--- config.mk ---
export PLATFORM = sky130hd
export DESIGN_NAME = phy_loopback_energy_ctrl
export DESIGN_NICKNAME = d
export VERILOG_FILES = /design/src/rtl/phy_loop_pkg.sv /design/src/rtl/phy_loopback_energy_ctrl.sv
export SDC_FILE = /design/constraint.sdc
export NUM_CORES = 1
export LEC_CHECK = 0
export BUFFER_PORTS_ARGS = -buffer_cell sky130_fd_sc_hd__buf_2
export CORE_MARGIN = 2
export CORE_UTILIZATION = 45
export DETAILED_ROUTE_END_ITERATION = 7
export PLACE_DENSITY = 0.66
export SLEW_MARGIN = 0
export SYNTH_ARGS = -nofsm -noshare
export SYNTH_HDL_FRONTEND = slang
export SYNTH_SLANG_ARGS = --single-unit
--- constraint.sdc ---
create_clock -name clock -period 4.2 [get_ports clock]
set_clock_uncertainty 0.2 [all_clocks]
set_input_delay 1.05 -clock clock [delete_from_list [all_inputs] [get_ports clock]]
set_output_delay 1.05 -clock clock [all_outputs]
set_load 0.01 [all_outputs]
--- src/rtl/phy_loop_pkg.sv ---
/*
 * Shared constants and carriers of the loopback, error-count and
 * energy power-down register bank.
 * Assumes a 10 MHz management clock and 5-bit register addresses.
 */
package phy_loop_pkg;

    localparam int unsigned CLK_HZ        = 10_000_000;
    localparam int unsigned CYCLES_PER_MS = CLK_HZ / 1000;

    // register addresses on the management port
    localparam logic [4:0] LOOP_CTRL_ADDR   = 5'h13;
    localparam logic [4:0] RX_ERR_ADDR      = 5'h14;
    localparam logic [4:0] ENERGY_CTRL_ADDR = 5'h15;

    // reset values and writable masks
    localparam logic [15:0] LOOP_CTRL_RESET   = 16'h1041;
    localparam logic [15:0] LOOP_CTRL_WMASK   = 16'hf7c1;
    localparam logic [15:0] RX_ERR_RESET      = 16'h0000;
    localparam logic [15:0] ENERGY_CTRL_RESET = 16'h0000;
    localparam logic [15:0] ENERGY_CTRL_WMASK = 16'h000d;
    localparam logic [15:0] ERR_MAX           = 16'hffff;

    // field positions, loopback register
    localparam int unsigned ALL_DIG_BIT    = 12;
    localparam int unsigned LINE_DRV_BIT   = 10;
    localparam int unsigned REMOTE_BIT     = 9;
    localparam int unsigned ISOLATE_BIT    = 8;
    localparam int unsigned EXT_CABLE_BIT  = 7;
    localparam int unsigned TX_SUPP_BIT    = 6;
    localparam int unsigned LINK_FORCE_BIT = 0;

    // field positions, energy register
    localparam int unsigned PD_ENABLE_BIT = 3;
    localparam int unsigned PD_PULSE_BIT  = 2;
    localparam int unsigned PD_FLAG_BIT   = 1;

    // energy power-down timing, idle and gap in milliseconds, pulse length plus one in cycles
    localparam int unsigned IDLE_MS       = 3000;
    localparam int unsigned PULSE_GAP_MS  = 1000;
    localparam int unsigned PULSE_LEN_CYC = 16;
    localparam logic [31:0] IDLE_CYC      = 32'(IDLE_MS * CYCLES_PER_MS);
    localparam logic [31:0] PULSE_GAP_CYC = 32'(PULSE_GAP_MS * CYCLES_PER_MS);

    typedef enum logic [1:0] {
        PD_ACTIVE,
        PD_ASLEEP,
        PD_PULSING
    } pd_state_t;

    // one management register request
    typedef struct packed {
        logic        wr;
        logic        rd;
        logic [4:0]  addr;
        logic [15:0] wdata;
    } mgmt_req_t;

    // one symbol of the byte-wide data path
    typedef struct packed {
        logic       en;
        logic       er;
        logic [7:0] d;
    } symbol_t;

endpackage : phy_loop_pkg

--- src/rtl/phy_loopback_energy_ctrl.sv ---
/*
 * Loopback control, receive error counter and energy-detect power-down
 * registers with their effect on the MAC and line data paths.
 * Assumes the basic-control loopback bit, link state, energy detect and
 * the frame checker error pulse arrive synchronous to clock.
 */
`timescale 1ns/1ps

module phy_loopback_energy_ctrl #(
    parameter logic [31:0] IDLE_CYCLES      = phy_loop_pkg::IDLE_CYC,
    parameter logic [31:0] PULSE_GAP_CYCLES = phy_loop_pkg::PULSE_GAP_CYC
) (
    input  wire logic                    clock,
    input  wire logic                    rst,
    input  wire phy_loop_pkg::mgmt_req_t mgmtReq,
    output logic [15:0]                  mgmtRdata,
    input  wire logic                    basicLoopback,
    input  wire logic                    linkUp,
    input  wire logic                    energyDetected,
    input  wire logic                    energyStrap,
    input  wire logic                    checkerError,
    input  wire phy_loop_pkg::symbol_t   macTx,
    input  wire phy_loop_pkg::symbol_t   lineRx,
    output phy_loop_pkg::symbol_t        macRx,
    output phy_loop_pkg::symbol_t        lineTx,
    output logic                         macLinkOk,
    output logic                         lineDriverMode,
    output logic                         echoCancelOff,
    output logic                         inPowerdown,
    output logic                         wakePulse
);

    typedef struct packed {
        logic [15:0]            loopCtrl;
        logic [15:0]            errCount;
        logic [15:0]            energyCtrl;
        logic                   strapTaken;
        phy_loop_pkg::pd_state_t pdState;
        logic [31:0]            timer;
        logic [15:0]            rdata;
        phy_loop_pkg::symbol_t  macRx;
        phy_loop_pkg::symbol_t  lineTx;
        logic                   linkOk;
        logic                   lineDrv;
        logic                   echoOff;
        logic                   pdFlag;
        logic                   pulse;
    } state_t;

    state_t stateReg;
    state_t stateNext;

    // masked write: only writable bits change
    function automatic logic [15:0] masked(input logic [15:0] old,
                                           input logic [15:0] wdat,
                                           input logic [15:0] mask);
        masked = (old & ~mask) | (wdat & mask);
    endfunction : masked

    logic digLoop;
    logic ldLoop;
    logic remoteLoop;
    logic extLoop;
    logic anyLoop;
    logic rdErr;
    logic [15:0] energyView;

    // loop mode decode from the register, the basic loopback bit and link state
    always_comb begin
        ldLoop = basicLoopback && stateReg.loopCtrl[phy_loop_pkg::LINE_DRV_BIT];
        digLoop = basicLoopback && !ldLoop
                  && stateReg.loopCtrl[phy_loop_pkg::ALL_DIG_BIT];
        remoteLoop = linkUp && stateReg.loopCtrl[phy_loop_pkg::REMOTE_BIT];
        // cable loop, relies on basic clear
        extLoop = !basicLoopback
                  && stateReg.loopCtrl[phy_loop_pkg::EXT_CABLE_BIT];
        anyLoop = basicLoopback || remoteLoop || extLoop;
        rdErr   = mgmtReq.rd && (mgmtReq.addr == phy_loop_pkg::RX_ERR_ADDR);
        energyView = stateReg.energyCtrl;
        energyView[phy_loop_pkg::PD_FLAG_BIT] = stateReg.pdFlag;
    end

    always_comb begin
        stateNext = stateReg;

        // register writes; reserved read-only bits masked out
        if (mgmtReq.wr) begin
            unique case (mgmtReq.addr)
                phy_loop_pkg::LOOP_CTRL_ADDR: begin
                    stateNext.loopCtrl = masked(stateReg.loopCtrl,
                        mgmtReq.wdata, phy_loop_pkg::LOOP_CTRL_WMASK);
                end
                phy_loop_pkg::ENERGY_CTRL_ADDR: begin
                    stateNext.energyCtrl = masked(stateReg.energyCtrl,
                        mgmtReq.wdata, phy_loop_pkg::ENERGY_CTRL_WMASK);
                end
                default: begin
                end
            endcase
        end

        // strap caught once, first edge after reset release
        if (!stateReg.strapTaken) begin
            stateNext.energyCtrl[phy_loop_pkg::PD_ENABLE_BIT] = energyStrap;
            stateNext.strapTaken = 1'b1;
        end

        // registered read data, answered one cycle after the strobe
        if (mgmtReq.rd) begin
            unique case (mgmtReq.addr)
                phy_loop_pkg::LOOP_CTRL_ADDR:   stateNext.rdata = stateReg.loopCtrl;
                phy_loop_pkg::RX_ERR_ADDR:      stateNext.rdata = stateReg.errCount;
                phy_loop_pkg::ENERGY_CTRL_ADDR: stateNext.rdata = energyView;
                default:                        stateNext.rdata = 16'h0000;
            endcase
        end

        // error counter; saturates so a wrap never hides errors
        // checker runs only with diagnostics clock
        if (rdErr) begin
            stateNext.errCount = checkerError ? 16'h0001 : 16'h0000;
        end else if (checkerError && stateReg.errCount != phy_loop_pkg::ERR_MAX) begin
            stateNext.errCount = stateReg.errCount + 16'h0001;
        end

        // energy-detect power-down sequencer
        stateNext.pulse = 1'b0;
        unique case (stateReg.pdState)
            phy_loop_pkg::PD_ACTIVE: begin
                if (energyDetected
                    || !stateReg.energyCtrl[phy_loop_pkg::PD_ENABLE_BIT]) begin
                    stateNext.timer = 32'h0;
                end else if (stateReg.timer >= IDLE_CYCLES - 32'h1) begin
                    stateNext.pdState = phy_loop_pkg::PD_ASLEEP;
                    stateNext.timer   = 32'h0;
                end else begin
                    stateNext.timer = stateReg.timer + 32'h1;
                end
            end
            phy_loop_pkg::PD_ASLEEP: begin
                if (energyDetected
                    || !stateReg.energyCtrl[phy_loop_pkg::PD_ENABLE_BIT]) begin
                    stateNext.pdState = phy_loop_pkg::PD_ACTIVE;
                    stateNext.timer   = 32'h0;
                end else if (!stateReg.energyCtrl[phy_loop_pkg::PD_PULSE_BIT]) begin
                    stateNext.timer = 32'h0;
                end else if (stateReg.timer >= PULSE_GAP_CYCLES - 32'h1) begin
                    stateNext.pdState = phy_loop_pkg::PD_PULSING;
                    stateNext.timer   = 32'h0;
                    stateNext.pulse   = 1'b1;
                end else begin
                    stateNext.timer = stateReg.timer + 32'h1;
                end
            end
            phy_loop_pkg::PD_PULSING: begin
                // burst is cut short by energy or by disabling power-down
                if (energyDetected
                    || !stateReg.energyCtrl[phy_loop_pkg::PD_ENABLE_BIT]) begin
                    stateNext.pdState = phy_loop_pkg::PD_ACTIVE;
                    stateNext.timer   = 32'h0;
                end else if (stateReg.timer >= 32'(phy_loop_pkg::PULSE_LEN_CYC - 2)) begin
                    stateNext.pdState = phy_loop_pkg::PD_ASLEEP;
                    stateNext.timer   = 32'h0;
                end else begin
                    stateNext.timer = stateReg.timer + 32'h1;
                    stateNext.pulse = 1'b1;
                end
            end
            default: begin
                stateNext.pdState = phy_loop_pkg::PD_ACTIVE;
            end
        endcase
        stateNext.pdFlag = (stateNext.pdState != phy_loop_pkg::PD_ACTIVE);

        // receive path toward the MAC
        if (digLoop) begin
            stateNext.macRx = macTx;
        end else begin
            stateNext.macRx = lineRx;
        end
        if (anyLoop && stateReg.loopCtrl[phy_loop_pkg::ISOLATE_BIT]) begin
            stateNext.macRx = '0;
        end

        // transmit path toward the line
        if (remoteLoop) begin
            stateNext.lineTx = lineRx;
        end else if (digLoop && stateReg.loopCtrl[phy_loop_pkg::TX_SUPP_BIT]) begin
            stateNext.lineTx = '0;
        end else begin
            stateNext.lineTx = macTx;
        end
        if (stateNext.pdFlag) begin
            stateNext.lineTx = '0; // driver off while asleep
        end

        stateNext.linkOk = linkUp || (basicLoopback
            && stateReg.loopCtrl[phy_loop_pkg::LINK_FORCE_BIT]);
        // reflection mode to analog front end
        stateNext.lineDrv = ldLoop;
        stateNext.echoOff = extLoop;
    end

    // single register stage for all state
    always_ff @(posedge clock or posedge rst) begin
        if (rst) begin
            stateReg            <= '0;
            stateReg.loopCtrl   <= phy_loop_pkg::LOOP_CTRL_RESET;
            stateReg.errCount   <= phy_loop_pkg::RX_ERR_RESET;
            stateReg.energyCtrl <= phy_loop_pkg::ENERGY_CTRL_RESET;
            stateReg.pdState    <= phy_loop_pkg::PD_ACTIVE;
        end else begin
            stateReg <= stateNext;
        end
    end

    // outputs straight from flip-flops
    assign mgmtRdata      = stateReg.rdata;
    assign macRx          = stateReg.macRx;
    assign lineTx         = stateReg.lineTx;
    assign macLinkOk      = stateReg.linkOk;
    assign lineDriverMode = stateReg.lineDrv;
    assign echoCancelOff  = stateReg.echoOff;
    assign inPowerdown    = stateReg.pdFlag;
    assign wakePulse      = stateReg.pulse;

endmodule : phy_loopback_energy_ctrl

==> metrics.yaml <==
status: "complete, no violations"
fin_ws_ns: 1.54
power.leakage_nw: 2.73
pwr-share-seq_pct: 50.8
drtIter0Drc: 228
clockBufferDepth: 2
tightest_slew_ns: 1.05
final_cells: 747
crit_chain: "ha_1 > nand4_2 > or3_1 > a31o_2 > a21boi_2 > a2bb2oi_2 > and2_4 > nor2_1"
gr-total-overflow: 0
worstSkewPairLatency_ns: 0.36
final_common_cell: "dfrtp_1"
netlist_area_um2: 5450
placed_cells: 732
antenna_found_initial: 0
antenna_left: 0
initial_core_util_pct: 45.7
gp_congestion: 0.847
cts_resized: 0
antennaDiodeCount: 0
port-buffer-count: 86
area_delta_synth_final_pct: 9.32
via_count: 4038
switchingPower_mw: 0.613
crit_family: "simple AND/OR/NAND/NOR gates"
drcViolationCount: 0
die_h_um: 114
finalPower_mw: 2.31
core.rowCount: 40
final.period_utilization_pct: 63.3
drv_cap: 0
hp-class: "reg2reg"
rsz0062_at_grt: "false"
drive_above_1_share_pct: 24.2
cts_setup_buffers: 0
ys_async_sr_fraction_pct: 100
wl_per_cell_um: 15.2
layout_min_cycle_time_ns: 2.66
synth-seq-area-share_pct: 48.3
syn-mean-instance-area_um2: 9.78
via_per_inst: 5.41
sw_frac_of_total_pct: 26.6
dp_hpwl_um: 8160
rrSetupSlack_ns: 1.54
cp_data_arrival_time_ns: 2.69
clk_pin_slew_ns: 0.07
path_max_fanout: 29
cp_slowest_cell: "dfrtp_1"
nFillCells: 1106
cts_tree: "yes"
final_core_util_pct: 50.0
critPathMaxStageDelay_ns: 0.43
p_int_mw: 1.69
first_pass_iters: 5
end_kind: "flop"
fp.coreArea_um2: 11900
yosys_register_bits: 105
syn_inst: 557
holdBufCountCts: 0
pwr-share-comb_pct: 12.9
die_w_um: 114
fmax_mhz: 376
design.die.area_um2: 13000
ys_types: 64
cp-start-kind: "flop"
num-nets-final: 653
ys_warn_count: 0
htreeDepth: 3
required_ns: 4.23
relSlewSlack_pct: 29.9
grt_max_degree: 86
setup_viol: 0
finalHoldViolCount: 0
grt_util_all_layers_pct: 18.8
fin_setup_tns_ns: 0
ioPinCount: 91
ir_drop_mv: 0.205
syn_nets: 614
grt_pass1_vias: 4087
clkPwrFrac_pct: 36.4
p_per_area_nw_per_um2: 387
wl_um: 11400
synth-edff-count: 0
cts_buffers: 9
crit_buf_inv: 0
slew_viol_final: 0
cts_root_buf: "clkbuf_16"
ys.flop_type: "dfrtp_1"
mostFrequentLayoutCells: "dfrtp_1 (102), buf_2 (86), nor2_1 (60)"
crit_type: "reg2reg"
grt_pass1_wl_um: 19600
dp_slack_ns: 1.21
cts_sinks: 105
stage by stage:
stage	hold slack [ns]	instance area (um2)
after floorplan	0.218	5450
after global placement	0.238	5660
after detailed placement	0.246	5660
after CTS	0.265	5960
after global routing	0.284	5960
final	0.256	5960
Yosys cell counts, types with 8 or more instances:
master / n / area share, %
dfrtp_1: 102 / 47
nor2_1: 60 / 4.1
nand2_1: 49 / 3.4
buf_4: 37 / 5.1
a21oi_1: 35 / 3.2
nand3_1: 25 / 2.3
xor2_1: 23 / 3.7
a22oi_1: 20 / 2.8
inv_1: 17 / 1.2
mux2_2: 16 / 3.3
nor3_1: 14 / 1.3
o21ai_0: 14 / 1.3
and3_1: 12 / 1.4
clkbuf_1: 12 / 0.83
xnor2_1: 12 / 1.9
nand4_1: 10 / 1.1
and2_1: 8 / 0.92
final cells by class:
| type | instances | area (um2) | area share (%) |
|---|---|---|---|
| clock buffers | 9 | 225 | 3.78 |
| inverters | 17 | 66.3 | 1.11 |
| well taps | 147 | 184 | 3.09 |
| repair buffers | 91 | 468 | 7.86 |
| flip-flops and latches | 105 | 2630 | 44.2 |
| clock inverters | 6 | 67.6 | 1.13 |
| multi-input cells | 372 | 2310 | 38.9 |
final timing paths:
| kind | startpoint | endpoint | depth (start not counted) |
|---|---|---|---|
| setup / recovery | stateReg[42]$_DFFE_PP0P_ | stateReg[62]$_DFFE_PP0P_ | 8 |
| hold / removal | stateReg[75]$_DFF_PP0_ | energyView[3]$_DFFE_PP0P_ | 1 |
| setup reg to reg | stateReg[42]$_DFFE_PP0P_ | stateReg[62]$_DFFE_PP0P_ | 8 |
| hold reg to reg | stateReg[75]$_DFF_PP0_ | energyView[3]$_DFFE_PP0P_ | 1 |
| max in group asynchronous | rst | stateReg[60]$_DFFE_PP0P_ | 3 |
| min in group asynchronous | rst | mgmtRdata[3]$_DFFE_PP0P_ | 2 |
power groups by stage:
stage,Clock (mW),Combinational (mW),Sequential (mW)
6_report,0.839,0.297,1.17
5_1_grt,0.900,0.335,1.18
4_1_cts,0.861,0.301,1.17
3_5_place_dp,0,0.301,1.19
3_3_place_gp,0,0.290,1.19
2_1_floorplan,0,0.250,1.17
cell families after synthesis:
family / synth area share (%)
simple gates: 20.5
flops: 48.3
compound gates: 11.2
buf+inv: 9.23
xor+xnor: 5.63
mux: 3.49
fa+ha+maj: 1.61
other cells: 0.0688
sequential cells by signal, indices dropped and copies added (netlist names):
name and count:
echoCancelOff 1, energyView 3, inPowerdown 1, lineDriverMode 1
lineTx 10, macLinkOk 1, macRx 10, mgmtRdata 16
stateReg 61, wakePulse 1
per-layer routing:
| layer | global-route usage, % | vias to the layer above | wire [um] |
|---|---|---|---|
| met5 | 0 | - | 0 |
| met4 | 6.67 | 0 | 166 |
| met3 | 4.68 | 15 | 561 |
| met2 | 30.4 | 87 | 5470 |
| met1 | 24.8 | 1970 | 5170 |
| li1 | - | 1966 | - |
worst reg2reg max path, stage by stage (launching register included):
cell and delay, ns:
dfrtp_1 0.43, ha_1 0.21, nand4_2 0.17, or3_1 0.39, a31o_2 0.27, a21boi_2 0.16, a2bb2oi_2 0.22, and2_4 0.38
nor2_1 0.10
No activity file was read; power rests on OpenSTA's default activity.
